===== src/design/ucg_consts.vh =====
// Constants for the serial clock generator and frame formatter
`ifndef UCG_CONSTS_VH
`define UCG_CONSTS_VH
// Register offsets
`define UCG_ADDR_DIV_LO 4'h0
`define UCG_ADDR_DIV_HI 4'h1
`define UCG_ADDR_CTRL 4'h2
`define UCG_ADDR_FMT 4'h3
`define UCG_ADDR_TXDATA 4'h4
`define UCG_ADDR_RXDATA 4'h5
`define UCG_ADDR_STAT 4'h6
// Control bit positions
`define UCG_CTRL_TX_ENABLE 0
`define UCG_CTRL_RXEN 1
`define UCG_CTRL_SYNC 2
`define UCG_CTRL_CKDIR 3
`define UCG_CTRL_DBL 4
`define UCG_CTRL_CPOL 5
// Format bit positions
`define UCG_FMT_CSZ_LSB 0
`define UCG_FMT_PM_LSB 3
`define UCG_FMT_SBS 5
// Status bit positions
`define UCG_STAT_TXC 0
`define UCG_STAT_RXC 1
`define UCG_STAT_FE 2
`define UCG_STAT_TXBUSY 3
`define UCG_STAT_PE 4
// Reset values
`define UCG_CTRL_RST 6'h00
`define UCG_FMT_RST 6'h06
`define UCG_DIV_RST 12'h000
// Oversampling counts
`define UCG_OVS_NORMAL 5'h10
`define UCG_OVS_DOUBLE 5'h08
`define UCG_OVS_SYNC 5'h02
`endif


===== src/design/ucg_baud_gen.v =====
// Baud generator down-counter emitting a one-cycle tick
`timescale 1ns/1ps
module ucg_baud_gen (
  input wire clk_sys_in,
  input wire reset_n_in,
  input wire [11:0] divisor_in,
  input wire reload_in,
  output wire tick_out
);
  reg [11:0] count_q;
  // Count down, reload on zero or on low-byte write
  always @(posedge clk_sys_in or negedge reset_n_in) begin
    if (!reset_n_in) begin
      count_q <= 12'h000;
    end else if (reload_in || count_q == 12'h000) begin
      count_q <= divisor_in;
    end else begin
      count_q <= count_q - 12'h001;
    end
  end
  // Tick is an enable pulse, not a clock
  assign tick_out = (count_q == 12'h000);
endmodule


===== src/design/ucg_usart.v =====
// Serial clock generator, frame formatter, transmitter and receiver
`timescale 1ns/1ps
`include "ucg_consts.vh"
module ucg_usart (
  input wire clk_sys_in,
  input wire reset_n_in,
  input wire [3:0] addr_in,
  input wire [8:0] wdata_in,
  input wire wr_in,
  input wire rd_in,
  output reg [8:0] rdata_out,
  input wire serial_in_pin_in,
  input wire port_out_level_in,
  output reg serial_out_pin_out,
  input wire xck_in,
  output wire xck_out,
  output wire xck_oe_out
);
  // ************************************************************
  // Registers
  // ************************************************************
  reg [7:0] div_lo_q;
  reg [3:0] div_hi_q;
  reg [5:0] ctrl_q;
  reg [5:0] fmt_q;
  reg txc_q, rxc_q, fe_q, pe_q;
  reg [8:0] rx_buf_q;
  reg tx_pend_q;
  reg [8:0] tx_buf_q;
  wire tick;
  wire tx_start;
  wire tx_done;
  wire rx_done;
  wire rx_fe;
  wire rx_pe;
  wire [8:0] rx_word;
  wire tx_busy;
  wire tx_en = ctrl_q[`UCG_CTRL_TX_ENABLE];
  wire rx_en = ctrl_q[`UCG_CTRL_RXEN];
  wire sync_mode = ctrl_q[`UCG_CTRL_SYNC];
  wire master = ctrl_q[`UCG_CTRL_CKDIR];
  wire dbl = ctrl_q[`UCG_CTRL_DBL] & ~sync_mode;
  wire cpol = ctrl_q[`UCG_CTRL_CPOL];
  wire [2:0] csz = fmt_q[`UCG_FMT_CSZ_LSB +: 3];
  wire [1:0] pmode = fmt_q[`UCG_FMT_PM_LSB +: 2];
  wire two_stop = fmt_q[`UCG_FMT_SBS];
  wire [11:0] divisor = {div_hi_q, div_lo_q};
  wire wr_lo = wr_in && addr_in == `UCG_ADDR_DIV_LO;

  // Number of data bits from the size field
  function [3:0] data_bits;
    input [2:0] sz;
    begin
      case (sz)
        3'h0: data_bits = 4'h5;
        3'h1: data_bits = 4'h6;
        3'h2: data_bits = 4'h7;
        3'h7: data_bits = 4'h9;
        default: data_bits = 4'h8;
      endcase
    end
  endfunction

  // Parity over the active data bits
  function par_of;
    input [8:0] d;
    input [3:0] n;
    input odd;
    integer i;
    reg p;
    begin
      p = odd;
      for (i = 0; i < 9; i = i + 1) begin
        if (i < n) begin
          p = p ^ d[i];
        end
      end
      par_of = p;
    end
  endfunction

  wire [3:0] nbits = data_bits(csz);

  // Register writes and sticky flags, set wins over clear
  always @(posedge clk_sys_in or negedge reset_n_in) begin
    if (!reset_n_in) begin
      div_lo_q <= 8'h00;
      div_hi_q <= 4'h0;
      ctrl_q <= `UCG_CTRL_RST;
      fmt_q <= `UCG_FMT_RST;
      txc_q <= 1'b0;
      rxc_q <= 1'b0;
      fe_q <= 1'b0;
      pe_q <= 1'b0;
      rx_buf_q <= 9'h000;
      tx_pend_q <= 1'b0;
      tx_buf_q <= 9'h000;
    end else begin
      if (wr_lo) begin
        div_lo_q <= wdata_in[7:0];
      end
      if (wr_in && addr_in == `UCG_ADDR_DIV_HI) begin
        div_hi_q <= wdata_in[3:0];
      end
      if (wr_in && addr_in == `UCG_ADDR_CTRL) begin
        ctrl_q <= wdata_in[5:0];
      end
      if (wr_in && addr_in == `UCG_ADDR_FMT) begin
        fmt_q <= wdata_in[5:0];
      end
      if (wr_in && addr_in == `UCG_ADDR_TXDATA && tx_en) begin
        tx_buf_q <= wdata_in;
        tx_pend_q <= 1'b1;
      end else if (tx_start) begin
        tx_pend_q <= 1'b0;
      end
      // Write one to clear transmit complete
      if (tx_done && !tx_pend_q) begin
        txc_q <= 1'b1;
      end else if (wr_in && addr_in == `UCG_ADDR_STAT && wdata_in[`UCG_STAT_TXC]) begin
        txc_q <= 1'b0;
      end
      // Reading the data clears receive complete
      if (rx_done) begin
        rxc_q <= 1'b1;
        rx_buf_q <= rx_word;
        fe_q <= rx_fe;
        pe_q <= rx_pe;
      end else if (rd_in && addr_in == `UCG_ADDR_RXDATA) begin
        rxc_q <= 1'b0;
      end
    end
  end

  // Read data, one cycle after the strobe
  always @(posedge clk_sys_in or negedge reset_n_in) begin
    if (!reset_n_in) begin
      rdata_out <= 9'h000;
    end else if (rd_in) begin
      case (addr_in)
        `UCG_ADDR_DIV_LO: rdata_out <= {1'b0, div_lo_q};
        `UCG_ADDR_DIV_HI: rdata_out <= {5'h00, div_hi_q};
        `UCG_ADDR_CTRL: rdata_out <= {3'h0, ctrl_q};
        `UCG_ADDR_FMT: rdata_out <= {3'h0, fmt_q};
        `UCG_ADDR_RXDATA: rdata_out <= rx_buf_q;
        `UCG_ADDR_STAT: rdata_out <= {4'h0, pe_q, tx_busy, fe_q, rxc_q, txc_q};
        default: rdata_out <= 9'h000;
      endcase
    end else begin
      rdata_out <= 9'h000;
    end
  end

  // ************************************************************
  // Clock generation
  // ************************************************************
  ucg_baud_gen u_baud (
    .clk_sys_in(clk_sys_in),
    .reset_n_in(reset_n_in),
    .divisor_in(divisor),
    .reload_in(wr_lo),
    .tick_out(tick)
  );

  // Samples per bit from mode
  wire [4:0] ovs = sync_mode ? `UCG_OVS_SYNC : (dbl ? `UCG_OVS_DOUBLE : `UCG_OVS_NORMAL);

  // External clock synchroniser and edge detector
  reg xck_s1_q, xck_s2_q, xck_s3_q;
  always @(posedge clk_sys_in or negedge reset_n_in) begin
    if (!reset_n_in) begin
      xck_s1_q <= 1'b0;
      xck_s2_q <= 1'b0;
      xck_s3_q <= 1'b0;
    end else begin
      xck_s1_q <= xck_in;
      xck_s2_q <= xck_s1_q;
      xck_s3_q <= xck_s2_q;
    end
  end
  wire ext_rise = xck_s2_q & ~xck_s3_q;
  wire ext_fall = ~xck_s2_q & xck_s3_q;

  // Master clock: toggles every tick, one period per two ticks
  reg mck_q;
  always @(posedge clk_sys_in or negedge reset_n_in) begin
    if (!reset_n_in) begin
      mck_q <= 1'b0;
    end else if (!(sync_mode && master)) begin
      mck_q <= 1'b0;
    end else if (tick) begin
      mck_q <= ~mck_q;
    end
  end
  // Edges named by the pin level, so polarity cannot swap them
  wire m_rise = tick & ~xck_out & sync_mode & master;
  wire m_fall = tick & xck_out & sync_mode & master;
  wire s_rise = master ? m_rise : ext_rise;
  wire s_fall = master ? m_fall : ext_fall;
  // Change edge and sample edge per polarity
  wire sync_change = cpol ? s_fall : s_rise;
  wire sync_sample = cpol ? s_rise : s_fall;
  // Idle pin level follows polarity so first edge is a change edge
  assign xck_out = mck_q ^ cpol;
  assign xck_oe_out = sync_mode & master & tx_en;

  // Asynchronous transmit bit enable: tick divided by samples per bit
  reg [4:0] tx_div_q;
  always @(posedge clk_sys_in or negedge reset_n_in) begin
    if (!reset_n_in) begin
      tx_div_q <= 5'h00;
    end else if (tick) begin
      tx_div_q <= (tx_div_q >= ovs - 5'h01) ? 5'h00 : tx_div_q + 5'h01;
    end
  end
  wire async_tx_en = tick && tx_div_q == ovs - 5'h01;
  wire tx_bit_en = sync_mode ? sync_change : async_tx_en;

  // ************************************************************
  // Transmitter
  // ************************************************************
  reg [11:0] tx_sh_q;
  reg [3:0] tx_cnt_q;
  reg tx_act_q;
  wire tx_par = par_of(tx_buf_q, nbits, pmode[0]);
  wire [3:0] tx_len = 4'h1 + nbits + {3'h0, pmode[1]} + {3'h0, two_stop};
  // Frame: start, data LSB first, optional parity, stops
  reg [11:0] tx_frame;
  integer j;
  always @* begin
    tx_frame = 12'hFFF;
    tx_frame[0] = 1'b0;
    // Only active data positions are replaced, the rest stay stop level
    for (j = 0; j < 9; j = j + 1) begin
      if (j < nbits) begin
        tx_frame[j + 1] = tx_buf_q[j];
      end
    end
    if (pmode[1]) begin
      tx_frame[nbits + 4'h1] = tx_par;
    end
  end
  assign tx_start = tx_bit_en && !tx_act_q && tx_pend_q;
  assign tx_done = tx_bit_en && tx_act_q && tx_cnt_q == tx_len;
  assign tx_busy = tx_act_q | tx_pend_q;
  always @(posedge clk_sys_in or negedge reset_n_in) begin
    if (!reset_n_in) begin
      tx_sh_q <= 12'hFFF;
      tx_cnt_q <= 4'h0;
      tx_act_q <= 1'b0;
    end else if (tx_bit_en) begin
      if (tx_act_q && tx_cnt_q != tx_len) begin
        tx_sh_q <= {1'b1, tx_sh_q[11:1]};
        tx_cnt_q <= tx_cnt_q + 4'h1;
      end else if (tx_pend_q) begin
        tx_sh_q <= tx_frame; // Back to back frames
        tx_cnt_q <= 4'h1;
        tx_act_q <= 1'b1;
      end else begin
        tx_sh_q <= 12'hFFF;
        tx_act_q <= 1'b0;
      end
    end
  end
  // Pin owned by transmitter while enabled or still draining
  always @(posedge clk_sys_in or negedge reset_n_in) begin
    if (!reset_n_in) begin
      serial_out_pin_out <= 1'b1;
    end else if (tx_en || tx_busy) begin
      serial_out_pin_out <= tx_act_q ? tx_sh_q[0] : 1'b1;
    end else begin
      serial_out_pin_out <= port_out_level_in;
    end
  end

  // ************************************************************
  // Receiver
  // ************************************************************
  reg [4:0] rx_ph_q;
  reg [3:0] rx_cnt_q;
  reg rx_act_q;
  reg [8:0] rx_sh_q;
  reg rx_par_q;
  reg rx_done_q, rx_fe_q;
  wire rx_mid = sync_mode ? sync_sample : (tick && rx_ph_q == (ovs >> 1));
  wire [3:0] rx_last = nbits + {3'h0, pmode[1]} + 4'h1; // First stop bit index
  always @(posedge clk_sys_in or negedge reset_n_in) begin
    if (!reset_n_in) begin
      rx_ph_q <= 5'h00;
      rx_cnt_q <= 4'h0;
      rx_act_q <= 1'b0;
      rx_sh_q <= 9'h000;
      rx_par_q <= 1'b0;
      rx_done_q <= 1'b0;
      rx_fe_q <= 1'b0;
    end else begin
      rx_done_q <= 1'b0;
      if (!rx_en) begin
        rx_act_q <= 1'b0;
      end else if (!rx_act_q) begin
        // Wait for low start level
        if ((sync_mode ? sync_sample : tick) && !serial_in_pin_in) begin
          rx_act_q <= 1'b1;
          rx_ph_q <= sync_mode ? 5'h00 : 5'h01;
          rx_cnt_q <= sync_mode ? 4'h1 : 4'h0;
          rx_sh_q <= 9'h000;
        end
      end else begin
        if (tick) begin
          rx_ph_q <= (rx_ph_q >= ovs - 5'h01) ? 5'h00 : rx_ph_q + 5'h01;
        end
        if (rx_mid) begin
          if (rx_cnt_q == 4'h0 && serial_in_pin_in) begin
            rx_act_q <= 1'b0; // False start
          end else if (rx_cnt_q >= 4'h1 && rx_cnt_q <= nbits) begin
            rx_sh_q[rx_cnt_q - 4'h1] <= serial_in_pin_in;
          end else if (rx_cnt_q == rx_last - 4'h1 && pmode[1]) begin
            rx_par_q <= serial_in_pin_in;
          end
          if (rx_cnt_q == rx_last) begin
            rx_act_q <= 1'b0; // Second stop bit ignored
            rx_done_q <= 1'b1;
            rx_fe_q <= ~serial_in_pin_in;
          end
          rx_cnt_q <= rx_cnt_q + 4'h1;
        end
      end
    end
  end
  assign rx_done = rx_done_q;
  assign rx_fe = rx_fe_q;
  assign rx_word = rx_sh_q;
  assign rx_pe = pmode[1] & (rx_par_q != par_of(rx_sh_q, nbits, pmode[0]));
endmodule


===== config.mk =====
export PLATFORM = sky130hd
export DESIGN_NAME = ucg_usart
export DESIGN_NICKNAME = d
export VERILOG_FILES = /design/src/design/ucg_baud_gen.v /design/src/design/ucg_usart.v
export VERILOG_INCLUDE_DIRS = /design/src /design/src/design
export SDC_FILE = /design/constraint.sdc
export NUM_CORES = 1
export LEC_CHECK = 0
export BUFFER_PORTS_ARGS = -buffer_cell sky130_fd_sc_hd__buf_2
export CAP_MARGIN = 20
export CORE_MARGIN = 2
export CORE_UTILIZATION = 41
export CTS_CLUSTER_DIAMETER = 100
export CTS_CLUSTER_SIZE = 28
export DETAILED_ROUTE_END_ITERATION = 12
export HOLD_SLACK_MARGIN = 0.12
export PLACE_DENSITY = 0.6
export RECOVER_POWER = 25
export SYNTH_ARGS = -nofsm -noshare
export SYNTH_HDL_FRONTEND = slang
export SYNTH_SLANG_ARGS = --single-unit

===== constraint.sdc =====
create_clock -name clk_sys_in -period 3.55 [get_ports clk_sys_in]
set_input_delay 0.355 -clock clk_sys_in [delete_from_list [all_inputs] [get_ports clk_sys_in]]
set_output_delay 0.355 -clock clk_sys_in [all_outputs]
set_load 0.1 [all_outputs]

==> results of run 1 <==
-- critical path, cell delays in order, from the launching register on --
cell and delay [ns]:
dfstp_2 0.70, xor2_1 0.19, nand2b_1 0.17, ha_1 0.36, or3b_2 0.45, mux2i_1 0.25, xor2_1 0.15, o31ai_2 0.30
buf_4 0.27, nor3_1 0.07, o32ai_1 0.28
-- stage by stage --
step / total power [mW] / utilization [%] / instances / cell area (um^2)
detailed placement: 3.91 / 44.7 / 921 / 7380
floorplan: 3.38 / - / 683 / 6930
CTS: 5.63 / 48.2 / 954 / 7970
global route: 5.95 / 48.3 / 956 / 7980
finish: 5.61 / 48.3 / 956 / 7980
global placement: 3.84 / 44.7 / 921 / 7380
-- kinds of logic after synthesis --
logic type	count (synthesis)	synth area share (%)
AND/OR/NAND/NOR	217	16.5
AO/OA/AOI/OAI	160	16.1
flip-flops	117	42.5
multiplexers	58	9.59
buffers and inverters	55	3.14
XOR/XNOR	45	6.48
adder cells (fa/ha/maj)	31	5.67
-- area by class of cell --
cell class                      count  area, um^2
Clock buffer                       23         478
Clock inverter                      9         103
Fill cell                        1500        8540
Inverter                           26         100
Multi-Input combinational cell    511        3770
Sequential cell                   117        2950
Tap cell                          220         275
Timing Repair Buffer               50         312
-- cell usage in the layout (no fill, tap or decap), drive strengths merged, types with 4 or more instances in the layout --
cell type  instances
nand2b            11
clkinv             7
xnor3              4
nor2              45
a31oi             10
o211ai            17
nor3              14
a21oi             25
ha                29
nand4              7
nand3b             7
xor2              13
a22o               4
xnor2             28
dfstp             15
o21ai             37
a211o              4
buf               46
clkbuf            25
dfrtp            102
a22oi              6
mux2              47
or4                4
a32o               4
and3               8
nor4              10
nand3             25
nor2b              5
o21a               7
a21boi             5
nand2             61
nor3b              4
inv               26
or3                4
a21o               7
mux2i              9
o31ai             10
-- layer usage --
| metal | global-route usage, % | vias to the layer above | part of all wire (%) |
|---|---|---|---|
| li1 | - | 2575 | - |
| met1 | 28.8 | 2721 | 47 |
| met2 | 33.5 | 131 | 47 |
| met3 | 4.50 | 34 | 4.5 |
| met4 | 7.33 | 0 | 1.9 |
| met5 | 0 | - | 0 |
-- worst paths after layout --
kind / start / cells past startpoint / end / slack [ns]
setup / recovery: fmt_q[1] / 10 / tx_sh_q[7] / 0.27
hold / removal: wdata_in[8] / 2 / tx_buf_q[8] / 0.19
setup reg to reg: fmt_q[1] / 10 / tx_sh_q[7] / 0.27
hold reg to reg: xck_s1_q / 0 / xck_s2_q / 0.37
max in group asynchronous: reset_n_in / 4 / tx_sh_q[9] / 1.05
min in group asynchronous: reset_n_in / 2 / rx_ph_q[1] / 0.41
-- report_power, final --
group	total, mW	internal, mW	switching (mW)
registers	2.02	1.67	0.350
clock network	1.69	1.08	0.605
logic	1.90	0.779	1.12
-- registers in the layout, indices dropped and copies added (netlist names), 5 cells and up --
register and cells:
tx_buf_q 9, rx_sh_q 9, rx_buf_q 9, ctrl_q 6, u_baud.count_q 12, rx_ph_q 5, div_lo_q 8, tx_sh_q 12
rdata_out 9, tx_div_q 5, fmt_q 6
-- Yosys cell counts (all sizes together) (7+ instances only) --
cell type / number / area share, %
a21o: 7 / 0.76
a21oi: 25 / 1.9
a31oi: 10 / 0.90
and3: 8 / 0.72
clkbuf: 23 / 1.2
dfrtp: 102 / 37
dfstp: 15 / 5.7
ha: 29 / 5.2
inv: 26 / 1.4
mux2: 47 / 7.6
mux2i: 9 / 1.3
nand2: 61 / 3.3
nand2b: 11 / 0.99
nand3: 25 / 1.9
nand3b: 7 / 0.76
nand4: 7 / 0.63
nor2: 45 / 2.5
nor3: 14 / 1.0
nor4: 10 / 1.5
o211ai: 17 / 1.9
o21a: 7 / 0.78
o21ai: 37 / 2.7
o31ai: 10 / 1.1
xnor2: 28 / 3.5
xor2: 13 / 1.6
-- timing repair --
action / in CTS / in global routing
hold buffers: 1 / 1
setup buffers: 0 / 0
endpoints found under the hold margin: 1 / 72
==> impl_metrics.json, run 1 <==
{
  "seq_area_frac_synth_pct": 42.5,
  "drt-total-wl_mm": 17.9,
  "worstMarginPinSlew_ns": 1.74,
  "syn_area_um2": 6930,
  "coreArea_um2": 16500,
  "yosys_warnings": 0,
  "fin_crit_sh_pct": 92.5,
  "track_usage_pct": 21.1,
  "required_ns": 3.86,
  "die_x_um": 134,
  "antenna_found_initial": 0,
  "grt_pass1_wl_mm": 29.6,
  "fmax_mhz": 304,
  "powerDensity_nw_per_um2": 702,
  "postSynthCellCount": 683,
  "die_h_um": 134,
  "io_pins": 32,
  "ant_nets": 0,
  "grt_max_degree": 78,
  "first_pass_iters": 5,
  "overflow": 0,
  "cts_sinks": 117,
  "cp-start-kind": "flop",
  "cts_max_path_buffers": 2,
  "outcome": "complete, but fails checks",
  "finalSetupViolations": 0,
  "numCtsBuffers": 17,
  "diodes": 0,
  "layout.nets": 773,
  "critPathCaptureType": "flop",
  "hold_viol_final": 0,
  "synth_edf_count": 0,
  "start_util_pct": 41.9,
  "syn_avg_cell_area_um2": 10.1,
  "drv_slew": 69,
  "cts_max_level": 4,
  "relSlewSlack_pct": -16.2,
  "dp_hpwl_mm": 12.9,
  "crit_arrival_ns": 3.60,
  "num_rows": 47,
  "skew_ns": 0.00915,
  "tritoncts": "built",
  "rsz0062_at_grt": "no",
  "synth_ff_type": "dfrtp_1",
  "ys_types": 73,
  "via_per_inst": 5.71,
  "synth_nets": 733,
  "portBuffers": 31,
  "drv_cap": 1,
  "gp_congestion": 0.914,
  "synth-seq-cells": 117,
  "clockRootBuffer": "clkbuf_16",
  "clk_pin_slew_ns": 0.05,
  "route.detailed.drc": 0,
  "async_flop_share_pct": 100,
  "hp-class": "input port to flop",
  "peakVddDrop_mv": 0.447,
  "grt_pass1_vias": 5589,
  "setup_tns_ns": 0,
  "cts_resized": 0,
  "post-place-ws_ns": 0.311,
  "vias": 5461,
  "violations": "max-capacitance violations, max-slew violations",
  "criticalPathCategory": "flop to flop",
  "die_area_um2": 18000,
  "p_leak_nw": 3.49,
  "area_delta_synth_final_pct": 15.2,
  "setup_slack_ns": 0.266,
  "whs_ns": 0.191,
  "path_max_fanout": 19,
  "first_iter_violations": 455,
  "clock_latency_ns": 0.42,
  "fin_crit_ns": 3.28,
  "drive_gt1_share_pct": 21.2,
  "wire_per_inst_um": 18.7
}
Power figures use the tool's default switching activity.
==> run 2: changes to the inputs <==
--- a/config.mk
+++ b/config.mk
@@ -6,6 +6,7 @@
 export SDC_FILE = /design/constraint.sdc
 export NUM_CORES = 1
 export LEC_CHECK = 0
+export ABC_AREA = 1
 export BUFFER_PORTS_ARGS = -buffer_cell sky130_fd_sc_hd__buf_2
 export CAP_MARGIN = 20
 export CORE_MARGIN = 2
==> run 2 against run 1 <==
The run now ends clean. Cell count is 21% higher. Sequential cell count stayed put. Synthesized cell count is 29% higher. Worst setup slack better by 0.18 ns. Total power is 4.7% lower. Via count is 7.5% higher. Largest cell class unchanged. Largest power group unchanged.
==> impl_metrics.json, run 2 <==
{
  "outcome": "finished, final reports clean",
  "vias": 5871,
  "fin_crit_ns": 3.10,
  "drt-total-wl_mm": 17.0,
  "largest_registers": "tx_sh_q (12), u_baud.count_q (12)",
  "synth-compound-area-share_pct": 11.5,
  "synth-seq-cells": 117,
  "hp-class": "input port to flop",
  "required_ns": 3.90,
  "yosys_warnings": 0,
  "async_flop_share_pct": 100,
  "criticalPathCategory": "flop to flop",
  "antenna_found_initial": 0,
  "io_pins": 32,
  "reg2regPathDepth": 17,
  "mostFrequentLayoutCells": "nand2_1, inv_1, dfrtp_1",
  "slowest_stage": "dfstp_2",
  "portBuffers": 31,
  "path_max_fanout": 14,
  "fmax_mhz": 322,
  "wire_per_inst_um": 14.7,
  "synthXorXnorAreaFrac_pct": 4.75,
  "cpMostUsedCell": "inv_1",
  "hp-start": "wdata_in[8]",
  "syn_area_um2": 6820,
  "layout.nets": 973,
  "clk_pin_slew_ns": 0.05,
  "synth_ff_type": "dfrtp_1",
  "synth.top_cells.by_count": "nand2_1, inv_1, dfrtp_1",
  "final_util_pct": 47.5,
  "synth_mux_area_share_pct": 0.165,
  "p_leak_nw": 3.75,
  "dp_hpwl_mm": 12.5,
  "yosys.area_share.simple_pct": 27.1,
  "coreArea_um2": 16400,
  "synthAdderAreaFrac_pct": 5.62,
  "overflow": 0,
  "numCtsBuffers": 17,
  "drv_cap": 0,
  "drive_gt1_share_pct": 11.4,
  "grt_pass1_wl_mm": 27.8,
  "num_rows": 47,
  "cp_slowest_stage_delay_ns": 0.53,
  "ff2ff_setup_slack_ns": 0.45,
  "powerDensity_nw_per_um2": 686,
  "start_util_pct": 41.5,
  "synth_top_area_share_pct": 37.5,
  "rsz0062_at_grt": "no",
  "track_usage_pct": 20.1,
  "r2r-end": "tx_sh_q[11]",
  "yosys-top-cells-area": "dfrtp_1, nand2_1, inv_1",
  "critPathCaptureType": "flop",
  "postSynthCellCount": 881,
  "grt_max_degree": 65,
  "die_area_um2": 17700,
  "seq_area_frac_synth_pct": 43.2,
  "via_per_inst": 5.08,
  "final_common_cell": "nand2_1",
  "finalSetupViolations": 0,
  "ant_nets": 0,
  "crit_arrival_ns": 3.45,
  "fin_crit_sh_pct": 87.4,
  "die_h_um": 133,
  "cp-start-kind": "flop",
  "worstMarginPinSlew_ns": 1.37,
  "area_delta_synth_final_pct": 14.3,
  "ys_types": 49,
  "gp_congestion": 0.859,
  "min_to": "tx_buf_q[8]",
  "hold_viol_final": 0,
  "cts_sinks": 117,
  "tritoncts": "built",
  "synth_edf_count": 0,
  "clockRootBuffer": "clkbuf_16",
  "diodes": 0,
  "hold_depth": 2,
  "cts_max_level": 4,
  "die_x_um": 133,
  "fillers": 1640,
  "synth.most_common_cell": "nand2_1",
  "drv_slew": 0,
  "syn_avg_cell_area_um2": 7.74,
  "worstPathCellList": "inv_1 > nor2_2 > inv_1 > nand2_1 > inv_1 > ha_1 > ha_1 > xnor2_1 > nand3_1 > nor2_2 > nand2_2 > nand2_4 > inv_2 > nor2_1 > inv_1 > nor2_1 > nor2_1",
  "clock_latency_ns": 0.42,
  "grt_pass1_vias": 5458,
  "r2r-start": "fmt_q[2]",
  "cts_max_path_buffers": 2,
  "setup_tns_ns": 0,
  "synth_nets": 931,
  "relSlewSlack_pct": 8.46,
  "first_iter_violations": 396,
  "synth_top_cell_by_area": "dfrtp_1",
  "route.detailed.drc": 0,
  "peakVddDrop_mv": 0.345,
  "synth_top_family_by_area": "simple AND/OR/NAND/NOR gates",
  "first_pass_iters": 5,
  "skew_ns": 0.00771
}
## run 2: kinds of logic (layout without fill, tap and decap cells)
logic type,count (synthesis),in the layout
compound gates,141,141
xor+xnor,37,37
fa+ha+maj,30,30
buf+inv,134,189
flops,117,117
mux,1,1
simple gates,421,421
## run 2: per-stage QoR
| stage | area [um^2] | hold slack, ns | power [mW] | setup WS [ns] | instances |
|---|---|---|---|---|---|
| floorplan | 6820 | 0.0594 | 3.29 | 0.806 | 881 |
| global placement | 7230 | 0.336 | 3.73 | 0.543 | 1122 |
| detailed placement | 7230 | 0.335 | 3.75 | 0.425 | 1122 |
| CTS | 7790 | 0.156 | 5.37 | 0.399 | 1156 |
| global route | 7790 | 0.169 | 5.73 | 0.0959 | 1156 |
| finish | 7790 | 0.173 | 5.34 | 0.447 | 1156 |
## run 2: final cells by class
cell class	count	area (um^2)	share of cell area [%]
Clock inverter	5	52.6	0.674
Tap cell	220	275	3.53
Clock buffer	27	493	6.33
Multi-Input combinational cell	630	3350	43.0
Sequential cell	117	2950	37.8
Inverter	118	443	5.68
Timing Repair Buffer	39	231	2.97
## run 2: power by group
part	switching, mW	internal, mW
registers	0.292	1.66
logic	1.18	0.618
clock network	0.582	1.01
## run 2: how the worst max path moves through the flow
stage                     slack (ns)           to  startpoint
after CTS                       0.40  tx_sh_q[11]    fmt_q[1]
final                           0.45  tx_sh_q[11]    fmt_q[2]
after global placement          0.54  tx_sh_q[11]    fmt_q[1]
after global routing             0.1     rx_par_q    fmt_q[1]
after floorplan                 0.81     rx_par_q    fmt_q[1]
after detailed placement        0.43  tx_sh_q[11]    fmt_q[1]
## run 2: metal layers
layer | global-route usage, % | wire length [um]
met5 | 0 | 0
met4 | 6.63 | 257
met1 | 28.4 | 8300
met2 | 30.6 | 7540
met3 | 4.44 | 880
## run 2: critical path: cells and delay by family (launching register included)
family        cells  cell delay [ns]
flops             1             0.53
fa+ha+maj         2             0.66
simple gates      9             1.20
xor+xnor          1             0.15
buf+inv           5             0.49
## run 2: timing repair
| action | in CTS | in global routing |
|---|---|---|
| hold endpoints to repair | 54 | 0 |
| hold buffers | 2 | 0 |
| setup buffers | 0 | 0 |
| endpoints found under the setup margin | 0 | 1 |
| gates resized for setup | 0 | 1 |
